`config.mk`:
```
export PLATFORM = sky130hd
export DESIGN_NAME = cfrr_top
export DESIGN_NICKNAME = d
export VERILOG_FILES = /design/src/rtl/cfrr_pkg.sv /design/src/rtl/cfrr_top.sv
export SDC_FILE = /design/constraint.sdc
export NUM_CORES = 1
export LEC_CHECK = 0
export BUFFER_PORTS_ARGS = -buffer_cell sky130_fd_sc_hd__buf_2
export CAP_MARGIN = 20
export CORE_ASPECT_RATIO = 0.75
export CORE_UTILIZATION = 35
export DETAILED_ROUTE_END_ITERATION = 7
export SLEW_MARGIN = 20
export SYNTH_ARGS = -nofsm -noshare
export SYNTH_HDL_FRONTEND = slang
export SYNTH_SLANG_ARGS = --single-unit
```
`constraint.sdc`:
```
create_clock -name ref_clk_i -period 4.14 [get_ports ref_clk_i]
set_clock_uncertainty 0.2 [all_clocks]
set_input_delay 0.207 -clock ref_clk_i [delete_from_list [all_inputs] [get_ports ref_clk_i]]
set_output_delay 0.207 -clock ref_clk_i [all_outputs]
set_load 0.01 [all_outputs]
```
`src/rtl/cfrr_pkg.sv`:
```
/*
  constants, types and register map of the acceptance-filter register group.
  assumes a 32-bit AXI4-Lite master and 8-bit registers in the low byte lane.
*/
package cfrr_pkg;

  // ==========================================================================
  // bus
  // ==========================================================================
  localparam int unsigned ADDR_W = 32;
  localparam int unsigned DATA_W = 32;
  localparam int unsigned REG_W = 8;
  localparam logic [1:0] RESP_OKAY = 2'h0;
  localparam logic [1:0] RESP_SLVERR = 2'h2;
  localparam logic [1:0] WORD_ALIGN = 2'h0;

  // ==========================================================================
  // register map, byte address = index * 4
  // ==========================================================================
  localparam int unsigned NREG = 31;
  localparam int unsigned IDX_ENABLE = 0;
  localparam int unsigned IDX_LINK0 = 1;
  localparam int unsigned IDX_LINK1 = 2;
  localparam int unsigned IDX_LINK2 = 3;
  localparam int unsigned IDX_LINK7 = 8;
  localparam int unsigned IDX_ID0 = 9;
  localparam int unsigned ID_FULL = 20;
  localparam int unsigned ID_PER_FILTER = 4;
  localparam int unsigned ID_STD_LOW_POS = 2;
  localparam logic [ADDR_W-1:0] ADDR_CTRL = 32'h0000_0080;

  // ==========================================================================
  // reset values and field layouts
  // ==========================================================================
  localparam logic [REG_W-1:0] RST_ZERO = 8'h00;
  localparam logic [REG_W-1:0] RST_LINK12 = 8'h11;
  localparam logic [REG_W-1:0] RST_ID = 8'h00;
  localparam logic [REG_W-1:0] MASK_ALL = 8'hFF;
  localparam logic [REG_W-1:0] MASK_STD_LOW = 8'hEB;

  localparam logic [1:0] MODE_0 = 2'h0;
  localparam logic [1:0] MODE_1 = 2'h1;
  localparam logic [1:0] MODE_2 = 2'h2;

  // ==========================================================================
  // types
  // ==========================================================================
  typedef struct packed {
    logic hit_reg;
    logic hit_ctrl;
    logic [4:0] idx;
  } cfrr_dec_t;

  typedef struct packed {
    logic aw_have;
    logic [ADDR_W-1:0] aw_addr;
    logic w_have;
    logic [REG_W-1:0] wdata;
    logic wen;
    logic bvalid;
    logic [1:0] bresp;
    logic rvalid;
    logic [1:0] rresp;
    logic [REG_W-1:0] rdata;
    logic [1:0] mode;
    logic [NREG-1:0][REG_W-1:0] regs;
  } cfrr_state_t;

endpackage : cfrr_pkg

```
`src/rtl/cfrr_top.sv`:
```
/*
  acceptance-filter register group: enable, eight filter-to-buffer links and
  the identifier registers of filters 10 to 15, behind an AXI4-Lite slave.
  assumes nrst_i is the power-on/brown-out reset and warm_rst_i a one-cycle
  or longer synchronous pulse for pin, watchdog, instruction or stack reset.
*/
`timescale 1ns/1ps
`default_nettype none

// Functional notes
// Enable and links 0 and 3 to 7 clear to zero on every reset kind, not on wake-up.
// Links 1 and 2 load 0x11 on every reset kind, not on wake-up.
// Identifier registers are undefined after power-on and kept over warm resets; power-on loads them with 0x00.
// Standard-identifier low registers have bits 4 and 2 unimplemented, read as zero.
// Every group register reads zero until the controller runs in mode 1 or mode 2.
// In mode 1 or 2 writes to implemented bits are stored and read back.
module cfrr_top (
  input wire logic ref_clk_i,
  input wire logic nrst_i,
  input wire logic warm_rst_i,
  input wire logic [cfrr_pkg::ADDR_W-1:0] s_axi_awaddr_i,
  input wire logic s_axi_awvalid_i,
  output logic s_axi_awready_o,
  input wire logic [cfrr_pkg::DATA_W-1:0] s_axi_wdata_i,
  input wire logic [3:0] s_axi_wstrb_i,
  input wire logic s_axi_wvalid_i,
  output logic s_axi_wready_o,
  output logic [1:0] s_axi_bresp_o,
  output logic s_axi_bvalid_o,
  input wire logic s_axi_bready_i,
  input wire logic [cfrr_pkg::ADDR_W-1:0] s_axi_araddr_i,
  input wire logic s_axi_arvalid_i,
  output logic s_axi_arready_o,
  output logic [cfrr_pkg::DATA_W-1:0] s_axi_rdata_o,
  output logic [1:0] s_axi_rresp_o,
  output logic s_axi_rvalid_o,
  input wire logic s_axi_rready_i,
  output logic [1:0] mode_o,
  output logic [cfrr_pkg::REG_W-1:0] filter_enable_bank0_o
);

  // ==========================================================================
  // functions
  // ==========================================================================
  function automatic cfrr_pkg::cfrr_dec_t decode(input logic [cfrr_pkg::ADDR_W-1:0] a);
    cfrr_pkg::cfrr_dec_t r;
    logic [cfrr_pkg::ADDR_W-1:0] wi;
    r = '0;
    wi = a >> 2;
    if (a == cfrr_pkg::ADDR_CTRL) begin
      r.hit_ctrl = 1'b1;
    end else if (a[1:0] == cfrr_pkg::WORD_ALIGN && wi < cfrr_pkg::NREG) begin
      r.hit_reg = 1'b1;
      r.idx = wi[4:0];
    end
    return r;
  endfunction : decode

  function automatic logic is_std_low(input int unsigned i);
    int unsigned k;
    k = i - cfrr_pkg::IDX_ID0;
    return (i >= cfrr_pkg::IDX_ID0) && (k < cfrr_pkg::ID_FULL)
      && ((k % cfrr_pkg::ID_PER_FILTER) == cfrr_pkg::ID_STD_LOW_POS);
  endfunction : is_std_low

  function automatic logic [cfrr_pkg::REG_W-1:0] impl_mask(input int unsigned i);
    return is_std_low(i) ? cfrr_pkg::MASK_STD_LOW : cfrr_pkg::MASK_ALL;
  endfunction : impl_mask

  function automatic logic [cfrr_pkg::REG_W-1:0] warm_val(input int unsigned i);
    if (i == cfrr_pkg::IDX_LINK1 || i == cfrr_pkg::IDX_LINK2) begin
      return cfrr_pkg::RST_LINK12;
    end
    return cfrr_pkg::RST_ZERO;
  endfunction : warm_val

  function automatic logic mode_active(input logic [1:0] m);
    return (m == cfrr_pkg::MODE_1) || (m == cfrr_pkg::MODE_2);
  endfunction : mode_active

  // ==========================================================================
  // state
  // ==========================================================================
  cfrr_pkg::cfrr_state_t state_q;
  cfrr_pkg::cfrr_state_t state_d;
  cfrr_pkg::cfrr_dec_t wdec;
  cfrr_pkg::cfrr_dec_t rdec;
  logic mode_on;

  assign mode_on = mode_active(state_q.mode);

  always_comb begin
    state_d = state_q;
    wdec = decode(state_q.aw_addr);
    rdec = decode(s_axi_araddr_i);
    if (state_q.bvalid && s_axi_bready_i) begin
      state_d.bvalid = 1'b0;
    end
    if (state_q.rvalid && s_axi_rready_i) begin
      state_d.rvalid = 1'b0;
    end
    // capture address and data in either order
    if (s_axi_awvalid_i && !state_q.aw_have) begin
      state_d.aw_have = 1'b1;
      state_d.aw_addr = s_axi_awaddr_i;
    end
    if (s_axi_wvalid_i && !state_q.w_have) begin
      state_d.w_have = 1'b1;
      state_d.wdata = s_axi_wdata_i[cfrr_pkg::REG_W-1:0];
      state_d.wen = s_axi_wstrb_i[0];
    end
    // write commit once both halves are held
    if (state_q.aw_have && state_q.w_have && !state_q.bvalid) begin
      state_d.aw_have = 1'b0;
      state_d.w_have = 1'b0;
      state_d.bvalid = 1'b1;
      state_d.bresp = (wdec.hit_reg || wdec.hit_ctrl) ? cfrr_pkg::RESP_OKAY
        : cfrr_pkg::RESP_SLVERR;
      if (state_q.wen && !warm_rst_i) begin
        if (wdec.hit_ctrl) begin
          state_d.mode = state_q.wdata[1:0];
        end else if (wdec.hit_reg && mode_on) begin
          state_d.regs[wdec.idx] = state_q.wdata & impl_mask(int'(wdec.idx));
        end
      end
    end
    // read
    if (s_axi_arvalid_i && !state_q.rvalid) begin
      state_d.rvalid = 1'b1;
      state_d.rresp = (rdec.hit_reg || rdec.hit_ctrl) ? cfrr_pkg::RESP_OKAY
        : cfrr_pkg::RESP_SLVERR;
      if (rdec.hit_ctrl) begin
        state_d.rdata = {{(cfrr_pkg::REG_W-2){1'b0}}, state_q.mode};
      end else if (rdec.hit_reg && mode_on) begin
        state_d.rdata = state_q.regs[rdec.idx];
      end else begin
        state_d.rdata = cfrr_pkg::RST_ZERO;
      end
    end
    // warm reset: identifier registers keep their value
    if (warm_rst_i) begin
      state_d.mode = cfrr_pkg::MODE_0;
      for (int unsigned i = 0; i < cfrr_pkg::IDX_ID0; i++) begin
        state_d.regs[i] = warm_val(i);
      end
    end
  end

  always_ff @(posedge ref_clk_i or negedge nrst_i) begin
    if (!nrst_i) begin
      state_q <= '0;
      for (int unsigned i = 0; i < cfrr_pkg::NREG; i++) begin
        state_q.regs[i] <= (i < cfrr_pkg::IDX_ID0) ? warm_val(i) : cfrr_pkg::RST_ID;
      end
    end else begin
      state_q <= state_d;
    end
  end

  // ==========================================================================
  // outputs
  // ==========================================================================
  assign s_axi_awready_o = !state_q.aw_have;
  assign s_axi_wready_o = !state_q.w_have;
  assign s_axi_bvalid_o = state_q.bvalid;
  assign s_axi_bresp_o = state_q.bresp;
  assign s_axi_arready_o = !state_q.rvalid;
  assign s_axi_rvalid_o = state_q.rvalid;
  assign s_axi_rresp_o = state_q.rresp;
  assign s_axi_rdata_o = cfrr_pkg::DATA_W'(state_q.rdata);
  assign mode_o = state_q.mode;
  assign filter_enable_bank0_o = state_q.regs[cfrr_pkg::IDX_ENABLE];

  // ==========================================================================
  // assertions
  // ==========================================================================
  logic std_low_clean;
  always_comb begin
    std_low_clean = 1'b1;
    for (int unsigned i = 0; i < cfrr_pkg::NREG; i++) begin
      if ((state_q.regs[i] & ~impl_mask(i)) != cfrr_pkg::RST_ZERO) begin
        std_low_clean = 1'b0;
      end
    end
  end

  AST_R01_WARM_CLEAR: assert property (@(posedge ref_clk_i) disable iff (!nrst_i)
    warm_rst_i |=> (state_q.regs[cfrr_pkg::IDX_ENABLE] == cfrr_pkg::RST_ZERO)
      && (state_q.regs[cfrr_pkg::IDX_LINK0] == cfrr_pkg::RST_ZERO)
      && (state_q.regs[cfrr_pkg::IDX_LINK7:cfrr_pkg::IDX_LINK2 + 1] == '0))
    else $error("enable or links not cleared by warm reset");

  AST_R02_WARM_LINK12: assert property (@(posedge ref_clk_i) disable iff (!nrst_i)
    warm_rst_i |=> (state_q.regs[cfrr_pkg::IDX_LINK1] == cfrr_pkg::RST_LINK12)
      && (state_q.regs[cfrr_pkg::IDX_LINK2] == cfrr_pkg::RST_LINK12))
    else $error("links 1 and 2 not loaded by warm reset");

  AST_R03_ID_KEPT: assert property (@(posedge ref_clk_i) disable iff (!nrst_i)
    warm_rst_i |=> state_q.regs[cfrr_pkg::NREG-1:cfrr_pkg::IDX_ID0]
      == $past(state_q.regs[cfrr_pkg::NREG-1:cfrr_pkg::IDX_ID0]))
    else $error("identifier registers changed by warm reset");

  AST_R04_UNIMPL_ZERO: assert property (@(posedge ref_clk_i) disable iff (!nrst_i)
    std_low_clean)
    else $error("unimplemented identifier bit is set");

  AST_R05_READ_ZERO: assert property (@(posedge ref_clk_i) disable iff (!nrst_i)
    (s_axi_arvalid_i && s_axi_arready_o && !mode_on && decode(s_axi_araddr_i).hit_reg)
      |=> s_axi_rvalid_o && (s_axi_rdata_o == '0))
    else $error("group register read nonzero outside mode 1 or 2");

  AST_R06_STORE: assert property (@(posedge ref_clk_i) disable iff (!nrst_i)
    (state_q.aw_have && state_q.w_have && !state_q.bvalid && state_q.wen && mode_on
      && !warm_rst_i && wdec.hit_reg)
      |=> state_q.regs[$past(wdec.idx)] == ($past(state_q.wdata) & impl_mask(int'($past(wdec.idx)))))
    else $error("write in active mode not stored");

  AST_R06_WRITE_RESP: assert property (@(posedge ref_clk_i) disable iff (!nrst_i)
    (s_axi_awvalid_i && s_axi_awready_o && s_axi_wvalid_i && s_axi_wready_o && !s_axi_bvalid_o)
      |=> ##1 s_axi_bvalid_o)
    else $error("write response late");

  AST_R05_READ_RESP: assert property (@(posedge ref_clk_i) disable iff (!nrst_i)
    (s_axi_arvalid_i && s_axi_arready_o) |=> s_axi_rvalid_o [*1] ##0 !s_axi_arready_o)
    else $error("read response late");

  // ==========================================================================
  // assertion helpers
  // ==========================================================================
  logic wr_commit;
  logic rd_take;

  // write lands in the cycle both halves are held and no response is pending
  assign wr_commit = state_q.aw_have && state_q.w_have && !state_q.bvalid;
  assign rd_take = s_axi_arvalid_i && s_axi_arready_o;

  // ==========================================================================
  // bus handshake checks
  // ==========================================================================
  AST_R06_BVALID_HOLD: assert property (@(posedge ref_clk_i) disable iff (!nrst_i)
    (s_axi_bvalid_o && !s_axi_bready_i) |=> s_axi_bvalid_o && $stable(s_axi_bresp_o))
    else $error("write response dropped before bready");

  AST_R06_RVALID_HOLD: assert property (@(posedge ref_clk_i) disable iff (!nrst_i)
    (s_axi_rvalid_o && !s_axi_rready_i)
      |=> s_axi_rvalid_o && $stable(s_axi_rdata_o) && $stable(s_axi_rresp_o))
    else $error("read response dropped before rready");

  AST_R06_BVALID_CLEAR: assert property (@(posedge ref_clk_i) disable iff (!nrst_i)
    (s_axi_bvalid_o && s_axi_bready_i) |=> !s_axi_bvalid_o)
    else $error("write response not cleared after bready");

  AST_R06_RVALID_CLEAR: assert property (@(posedge ref_clk_i) disable iff (!nrst_i)
    (s_axi_rvalid_o && s_axi_rready_i) |=> !s_axi_rvalid_o)
    else $error("read response not cleared after rready");

  AST_R06_BVALID_CAUSE: assert property (@(posedge ref_clk_i) disable iff (!nrst_i)
    $rose(s_axi_bvalid_o) |-> $past(wr_commit))
    else $error("write response without a write");

  AST_R06_RVALID_CAUSE: assert property (@(posedge ref_clk_i) disable iff (!nrst_i)
    $rose(s_axi_rvalid_o) |-> $past(rd_take))
    else $error("read response without a read");

  AST_R06_COMMIT_RESP: assert property (@(posedge ref_clk_i) disable iff (!nrst_i)
    wr_commit |=> s_axi_bvalid_o)
    else $error("write committed without a response");

  AST_R06_READY_BACK: assert property (@(posedge ref_clk_i) disable iff (!nrst_i)
    wr_commit |=> s_axi_awready_o && s_axi_wready_o)
    else $error("address or data channel stays blocked after a write");

  AST_R06_ADDR_KEEP: assert property (@(posedge ref_clk_i) disable iff (!nrst_i)
    (state_q.aw_have && !wr_commit) |=> state_q.aw_have && $stable(state_q.aw_addr))
    else $error("held write address lost");

  AST_R06_DATA_KEEP: assert property (@(posedge ref_clk_i) disable iff (!nrst_i)
    (state_q.w_have && !wr_commit) |=> state_q.w_have && $stable(state_q.wdata))
    else $error("held write data lost");

  AST_R06_WR_OKAY: assert property (@(posedge ref_clk_i) disable iff (!nrst_i)
    (wr_commit && (wdec.hit_reg || wdec.hit_ctrl))
      |=> s_axi_bresp_o == cfrr_pkg::RESP_OKAY)
    else $error("mapped write not answered okay");

  AST_R06_WR_SLVERR: assert property (@(posedge ref_clk_i) disable iff (!nrst_i)
    (wr_commit && !wdec.hit_reg && !wdec.hit_ctrl)
      |=> s_axi_bresp_o == cfrr_pkg::RESP_SLVERR)
    else $error("unmapped write not answered with error");

  AST_R05_RD_SLVERR: assert property (@(posedge ref_clk_i) disable iff (!nrst_i)
    (rd_take && !rdec.hit_reg && !rdec.hit_ctrl)
      |=> (s_axi_rresp_o == cfrr_pkg::RESP_SLVERR) && (s_axi_rdata_o == '0))
    else $error("unmapped read not answered with error and zero");

  AST_R05_RDATA_UPPER: assert property (@(posedge ref_clk_i) disable iff (!nrst_i)
    s_axi_rvalid_o |-> s_axi_rdata_o[cfrr_pkg::DATA_W-1:cfrr_pkg::REG_W] == '0)
    else $error("read data upper lanes not zero");

  // ==========================================================================
  // register content checks
  // ==========================================================================
  AST_R06_RD_ACTIVE: assert property (@(posedge ref_clk_i) disable iff (!nrst_i)
    (rd_take && mode_on && rdec.hit_reg)
      |=> s_axi_rdata_o == cfrr_pkg::DATA_W'($past(state_q.regs[rdec.idx])))
    else $error("active read does not return stored value");

  AST_R04_STD_LOW_READ: assert property (@(posedge ref_clk_i) disable iff (!nrst_i)
    (rd_take && rdec.hit_reg && is_std_low(int'(rdec.idx)))
      |=> (s_axi_rdata_o[cfrr_pkg::REG_W-1:0] & ~cfrr_pkg::MASK_STD_LOW) == cfrr_pkg::RST_ZERO)
    else $error("unimplemented identifier bit read as one");

  AST_R05_RD_CTRL: assert property (@(posedge ref_clk_i) disable iff (!nrst_i)
    (rd_take && rdec.hit_ctrl) |=> s_axi_rdata_o[1:0] == $past(state_q.mode))
    else $error("control read does not return mode");

  AST_R05_CTRL_WRITE: assert property (@(posedge ref_clk_i) disable iff (!nrst_i)
    (wr_commit && state_q.wen && !warm_rst_i && wdec.hit_ctrl)
      |=> mode_o == $past(state_q.wdata[1:0]))
    else $error("control write not stored");

  AST_R05_WARM_MODE: assert property (@(posedge ref_clk_i) disable iff (!nrst_i)
    warm_rst_i |=> mode_o == cfrr_pkg::MODE_0)
    else $error("mode not cleared by warm reset");

  AST_R05_MODE_QUIET: assert property (@(posedge ref_clk_i) disable iff (!nrst_i)
    (!(wr_commit && wdec.hit_ctrl) && !warm_rst_i) |=> $stable(mode_o))
    else $error("mode changed without a control write");

  AST_R05_INACTIVE_WRITE: assert property (@(posedge ref_clk_i) disable iff (!nrst_i)
    (wr_commit && wdec.hit_reg && !mode_on && !warm_rst_i)
      |=> state_q.regs == $past(state_q.regs))
    else $error("group register written outside mode 1 or 2");

  AST_R06_STROBE_OFF: assert property (@(posedge ref_clk_i) disable iff (!nrst_i)
    (wr_commit && !state_q.wen && !warm_rst_i)
      |=> (state_q.regs == $past(state_q.regs)) && $stable(mode_o))
    else $error("write with low-lane strobe off changed state");

  AST_R06_REGS_QUIET: assert property (@(posedge ref_clk_i) disable iff (!nrst_i)
    (!wr_commit && !warm_rst_i) |=> state_q.regs == $past(state_q.regs))
    else $error("register changed without write or reset");

  AST_R01_WARM_PIN: assert property (@(posedge ref_clk_i) disable iff (!nrst_i)
    warm_rst_i |=> filter_enable_bank0_o == cfrr_pkg::RST_ZERO)
    else $error("enable output not cleared by warm reset");

endmodule : cfrr_top

`default_nettype wire

```
==> impl_metrics.prom <==
# TYPE chip_impl_metric gauge
chip_impl_metric{name="cp_num_buf_inv",unit=""} 0
chip_impl_metric{name="stdcell_count",unit=""} 1950
chip_impl_metric{name="dp_hpwl",unit="um"} 28530
chip_impl_metric{name="initialDrtViolationCount",unit=""} 1158
chip_impl_info{name="crit_path_end",value="state_q[147]"} 1
chip_impl_metric{name="setup.reg_to_reg.worst_slack",unit="ps"} 410
chip_impl_metric{name="route.antenna.remaining_nets",unit=""} 0
chip_impl_metric{name="grt_util_met1",unit="%"} 30.66
chip_impl_metric{name="die_width",unit="um"} 237.8
chip_impl_metric{name="cts-root-to-sink-buffers",unit=""} 3
chip_impl_metric{name="synth_largest_type_area_fraction",unit="%"} 51.60
chip_impl_metric{name="die_h",unit="um"} 178.9
chip_impl_info{name="outcome",value="complete, no violations"} 1
chip_impl_metric{name="cp_max_fo",unit=""} 8
chip_impl_info{name="cpLargestDelayFamily",value="simple AND/OR/NAND/NOR gates"} 1
chip_impl_metric{name="global_route_wire_length_before_repair",unit="um"} 66990
chip_impl_metric{name="grt.overflow.total",unit=""} 0
chip_impl_metric{name="fp.dieArea",unit="mm^2"} 0.04253
chip_impl_metric{name="clk_latency",unit="ps"} 580
chip_impl_metric{name="clock_sinks",unit=""} 305
chip_impl_metric{name="critical_path.max_stage_delay",unit="ps"} 560
chip_impl_metric{name="ctsHoldBuffers",unit=""} 50
chip_impl_metric{name="grt.met3_usage",unit="%"} 5.004
chip_impl_info{name="post_synth_main_area_contributors",value="sky130_fd_sc_hd__dfrtp_1 52%, sky130_fd_sc_hd__mux2_2 16%, sky130_fd_sc_hd__a22o_1 3.7%, sky130_fd_sc_hd__mux2i_1 3.6%, sky130_fd_sc_hd__buf_4 2.4%"} 1
chip_impl_metric{name="first_global_vias",unit=""} 10741
chip_impl_metric{name="post-route-min-period",unit="ps"} 3728
chip_impl_metric{name="max-vdd-ir-drop",unit="uV"} 300.0
chip_impl_metric{name="fmax",unit="GHz"} 0.2682
chip_impl_metric{name="ys_ff_latch",unit=""} 305
chip_impl_metric{name="post_cts_buffers",unit=""} 0
chip_impl_metric{name="p_leak",unit="nW"} 7.959
chip_impl_info{name="worst_r2r_endpoint",value="state_q[147]"} 1
chip_impl_metric{name="postSynth.asyncResetShare",unit="%"} 100.0
chip_impl_metric{name="worst-endpoint-arrival",unit="ps"} 3980
chip_impl_metric{name="setup_viol",unit=""} 0
chip_impl_info{name="crit_path_cell_trace",value="nor4_1 > nand4_1 > nor4_4 > and4b_1 > and2b_1 > nand2_2 > nor2_2 > mux2_2"} 1
chip_impl_metric{name="post-route-period-util",unit="%"} 90.05
chip_impl_metric{name="path_clk_slew",unit="ps"} 60
chip_impl_metric{name="setup_total_negative_slack",unit="ps"} 0
chip_impl_metric{name="syn_area_per_cell",unit="um^2"} 11.69
chip_impl_info{name="globalRoute.busiestLayer",value="met1"} 1
chip_impl_metric{name="synth.lib_cells_used.distinct",unit=""} 67
chip_impl_metric{name="power_per_cell_area",unit="mW/mm^2"} 443.4
chip_impl_metric{name="worst-r2r-cell-count",unit=""} 8
chip_impl_info{name="critPathKind",value="reg2reg"} 1
chip_impl_metric{name="maximum_number_of_pins_on_one_net_before_global_route_repair",unit=""} 105
chip_impl_info{name="setup_crit_end_kind",value="flip-flop"} 1
chip_impl_metric{name="yosysWarnings",unit=""} 0
chip_impl_info{name="cp-startpoint",value="state_q[283]"} 1
chip_impl_info{name="r2r-start",value="state_q[283]"} 1
chip_impl_metric{name="wl_per_cell",unit="um"} 22.41
chip_impl_metric{name="post_synthesis_instance_area",unit="mm^2"} 0.01460
chip_impl_metric{name="max_cap_violations",unit=""} 0
chip_impl_metric{name="layout_cell_share_with_drive_strength_beyond_1",unit="%"} 31.32
chip_impl_metric{name="number_of_placement_rows",unit=""} 64
chip_impl_metric{name="finalHoldViolations",unit=""} 0
chip_impl_metric{name="initial_utilization",unit="%"} 35.67
chip_impl_info{name="critical-path-slowest-cell",value="sky130_fd_sc_hd__nor2_2"} 1
chip_impl_metric{name="layout.nets",unit=""} 1473
chip_impl_metric{name="core_area",unit="mm^2"} 0.04092
chip_impl_metric{name="vias",unit=""} 10814
chip_impl_metric{name="synth_enable_flop_cells",unit=""} 0
chip_impl_info{name="mostFrequentLayoutCells",value="301 x sky130_fd_sc_hd__dfrtp_1, 209 x sky130_fd_sc_hd__mux2_2, 103 x sky130_fd_sc_hd__buf_2, 75 x sky130_fd_sc_hd__nand2_1, 64 x sky130_fd_sc_hd__a21oi_1"} 1
chip_impl_metric{name="syn_inst",unit=""} 1249
chip_impl_metric{name="sequential_cell_area_fraction_in_the_yosys_report",unit="%"} 52.32
chip_impl_metric{name="detailedRoute.firstPassIterationCount",unit=""} 5
chip_impl_info{name="synth_top_cell_by_area",value="sky130_fd_sc_hd__dfrtp_1"} 1
chip_impl_metric{name="postCtsResizedCells",unit=""} 0
chip_impl_metric{name="cts-buffers-inserted",unit=""} 31
chip_impl_metric{name="final_max_slew_viol_count",unit=""} 0
chip_impl_metric{name="remaining_drc_errors",unit=""} 0
chip_impl_metric{name="max_slew_margin",unit="%"} 22.73
chip_impl_info{name="final_common_cell",value="sky130_fd_sc_hd__dfrtp_1"} 1
chip_impl_metric{name="antenna_found_initial",unit=""} 4
chip_impl_metric{name="numPlacedInstances",unit=""} 1843
chip_impl_metric{name="ioPinCount",unit=""} 159
chip_impl_info{name="hold_path.class",value="in2async"} 1
chip_impl_metric{name="clock_tree.htree_level_count",unit=""} 1
chip_impl_metric{name="all_layer_gr_usage",unit="%"} 20.84
chip_impl_info{name="cts_root_buf",value="sky130_fd_sc_hd__clkbuf_16"} 1
chip_impl_metric{name="gp_routability_congestion",unit=""} 0.8663
chip_impl_metric{name="layout-area-overhead-vs-synth",unit="%"} 16.90
chip_impl_info{name="critPathLaunchType",value="flip-flop"} 1
chip_impl_metric{name="use_met2",unit="%"} 30.25
chip_impl_metric{name="totalWireLength",unit="um"} 43700
chip_impl_info{name="cts_tree",value="done"} 1
chip_impl_metric{name="path_depth",unit=""} 8
chip_impl_metric{name="worst-slew-pin-transition",unit="ps"} 1154
chip_impl_info{name="synth_ff_type",value="sky130_fd_sc_hd__dfrtp_1"} 1
chip_impl_info{name="grt_setup_unrepaired",value="no"} 1
chip_impl_metric{name="post_drt_via_cell_ratio",unit=""} 5.546
chip_impl_metric{name="placement.io_buffers",unit=""} 105
chip_impl_metric{name="n_antenna_cell",unit=""} 0
chip_impl_metric{name="required",unit="ps"} 4390
==> worst register-to-register path, cell delays in order (launching register included) <==
cell	delay (ps)
sky130_fd_sc_hd__dfrtp_1	380
sky130_fd_sc_hd__nor4_1	380
sky130_fd_sc_hd__nand4_1	320
sky130_fd_sc_hd__nor4_4	340
sky130_fd_sc_hd__and4b_1	310
sky130_fd_sc_hd__and2b_1	400
sky130_fd_sc_hd__nand2_2	290
sky130_fd_sc_hd__nor2_2	570
sky130_fd_sc_hd__mux2_2	410
==> sequential cells by signal (all words and copies together), names as in the netlist <==
| register | cells |
|---|---|
| s_axi_rresp_o | 1 |
| s_axi_bvalid_o | 1 |
| filter_enable_bank0_o | 8 |
| s_axi_rvalid_o | 1 |
| state_q | 283 |
| mode_o | 2 |
| s_axi_bresp_o | 1 |
| s_axi_rdata_o | 8 |
==> final cells by class <==
cell class                      instances  area (um^2)
Clock buffer                           48        889.6
Timing Repair Buffer                  192         1354
Tap cell                              561        701.9
Clock inverter                          9        101.3
Fill cell                            3860        23860
Multi-Input combinational cell        822         6330
Inverter                               13        48.80
Sequential cell                       305         7637
==> power breakdown <==
part | internal [mW] | switching [mW]
Combinational | 0.446 | 0.899
Sequential | 3.21 | 0.229
Clock | 1.60 | 1.19
==> worst min-delay path by stage <==
stage	endpoint	slack, ps	cells past startpoint
after floorplan	filter_enable_bank0_o[0]	-290	0
after global placement	state_q[165]	120	1
after detailed placement	state_q[173]	120	1
after CTS	state_q[173]	110	2
after global routing	state_q[173]	140	2
final	state_q[173]	80	2
==> per-layer routing <==
layer | up-vias | part of all wire (%)
li1 | 4755 | -
met1 | 5574 | 46
met2 | 390 | 43
met3 | 89 | 7.9
met4 | 6 | 2.7
met5 | - | 0.076
==> cells in the mapped netlist, drive strengths merged (4+ instances only) <==
cell / number
buf: 60
nor2: 71
a221oi: 23
mux2i: 52
nand4: 11
o211ai: 4
a211o: 9
nand3: 30
inv: 12
dfstp: 4
nor4: 16
clkbuf: 74
nor2b: 19
a22o: 62
nor3: 9
a221o: 9
and2: 4
a21oi: 64
and4: 4
and3: 6
a31oi: 15
mux2: 212
nand2: 78
a211oi: 18
o31ai: 5
dfrtp: 301
o21ai: 28
==> metrics by stage <==
step | worst slack [ps] | power (mW) | hold WS [ps] | instance area [um^2] | util, %
floorplan | 1213 | 4.206 | -288.6 | 14690 | -
global placement | 498.6 | 4.745 | 115.9 | 15570 | 38.05
detailed placement | 477.1 | 4.784 | 121.1 | 15570 | 38.05
CTS | 453.7 | 7.602 | 107.2 | 17060 | 41.70
global route | 288.3 | 7.855 | 136.2 | 17060 | 41.70
finish | 412.1 | 7.566 | 83.88 | 17060 | 41.70
==> cell families after synthesis <==
family                 synth area share (%)
buffers and inverters                 5.015
XOR/XNOR                            0.06001
other                               0.02569
flip-flops                            52.32
AND/OR/NAND/NOR                       9.301
multiplexers                          20.23
AO/OA/AOI/OAI                         13.05
Note: power is estimated with default switching activity, not from simulation.
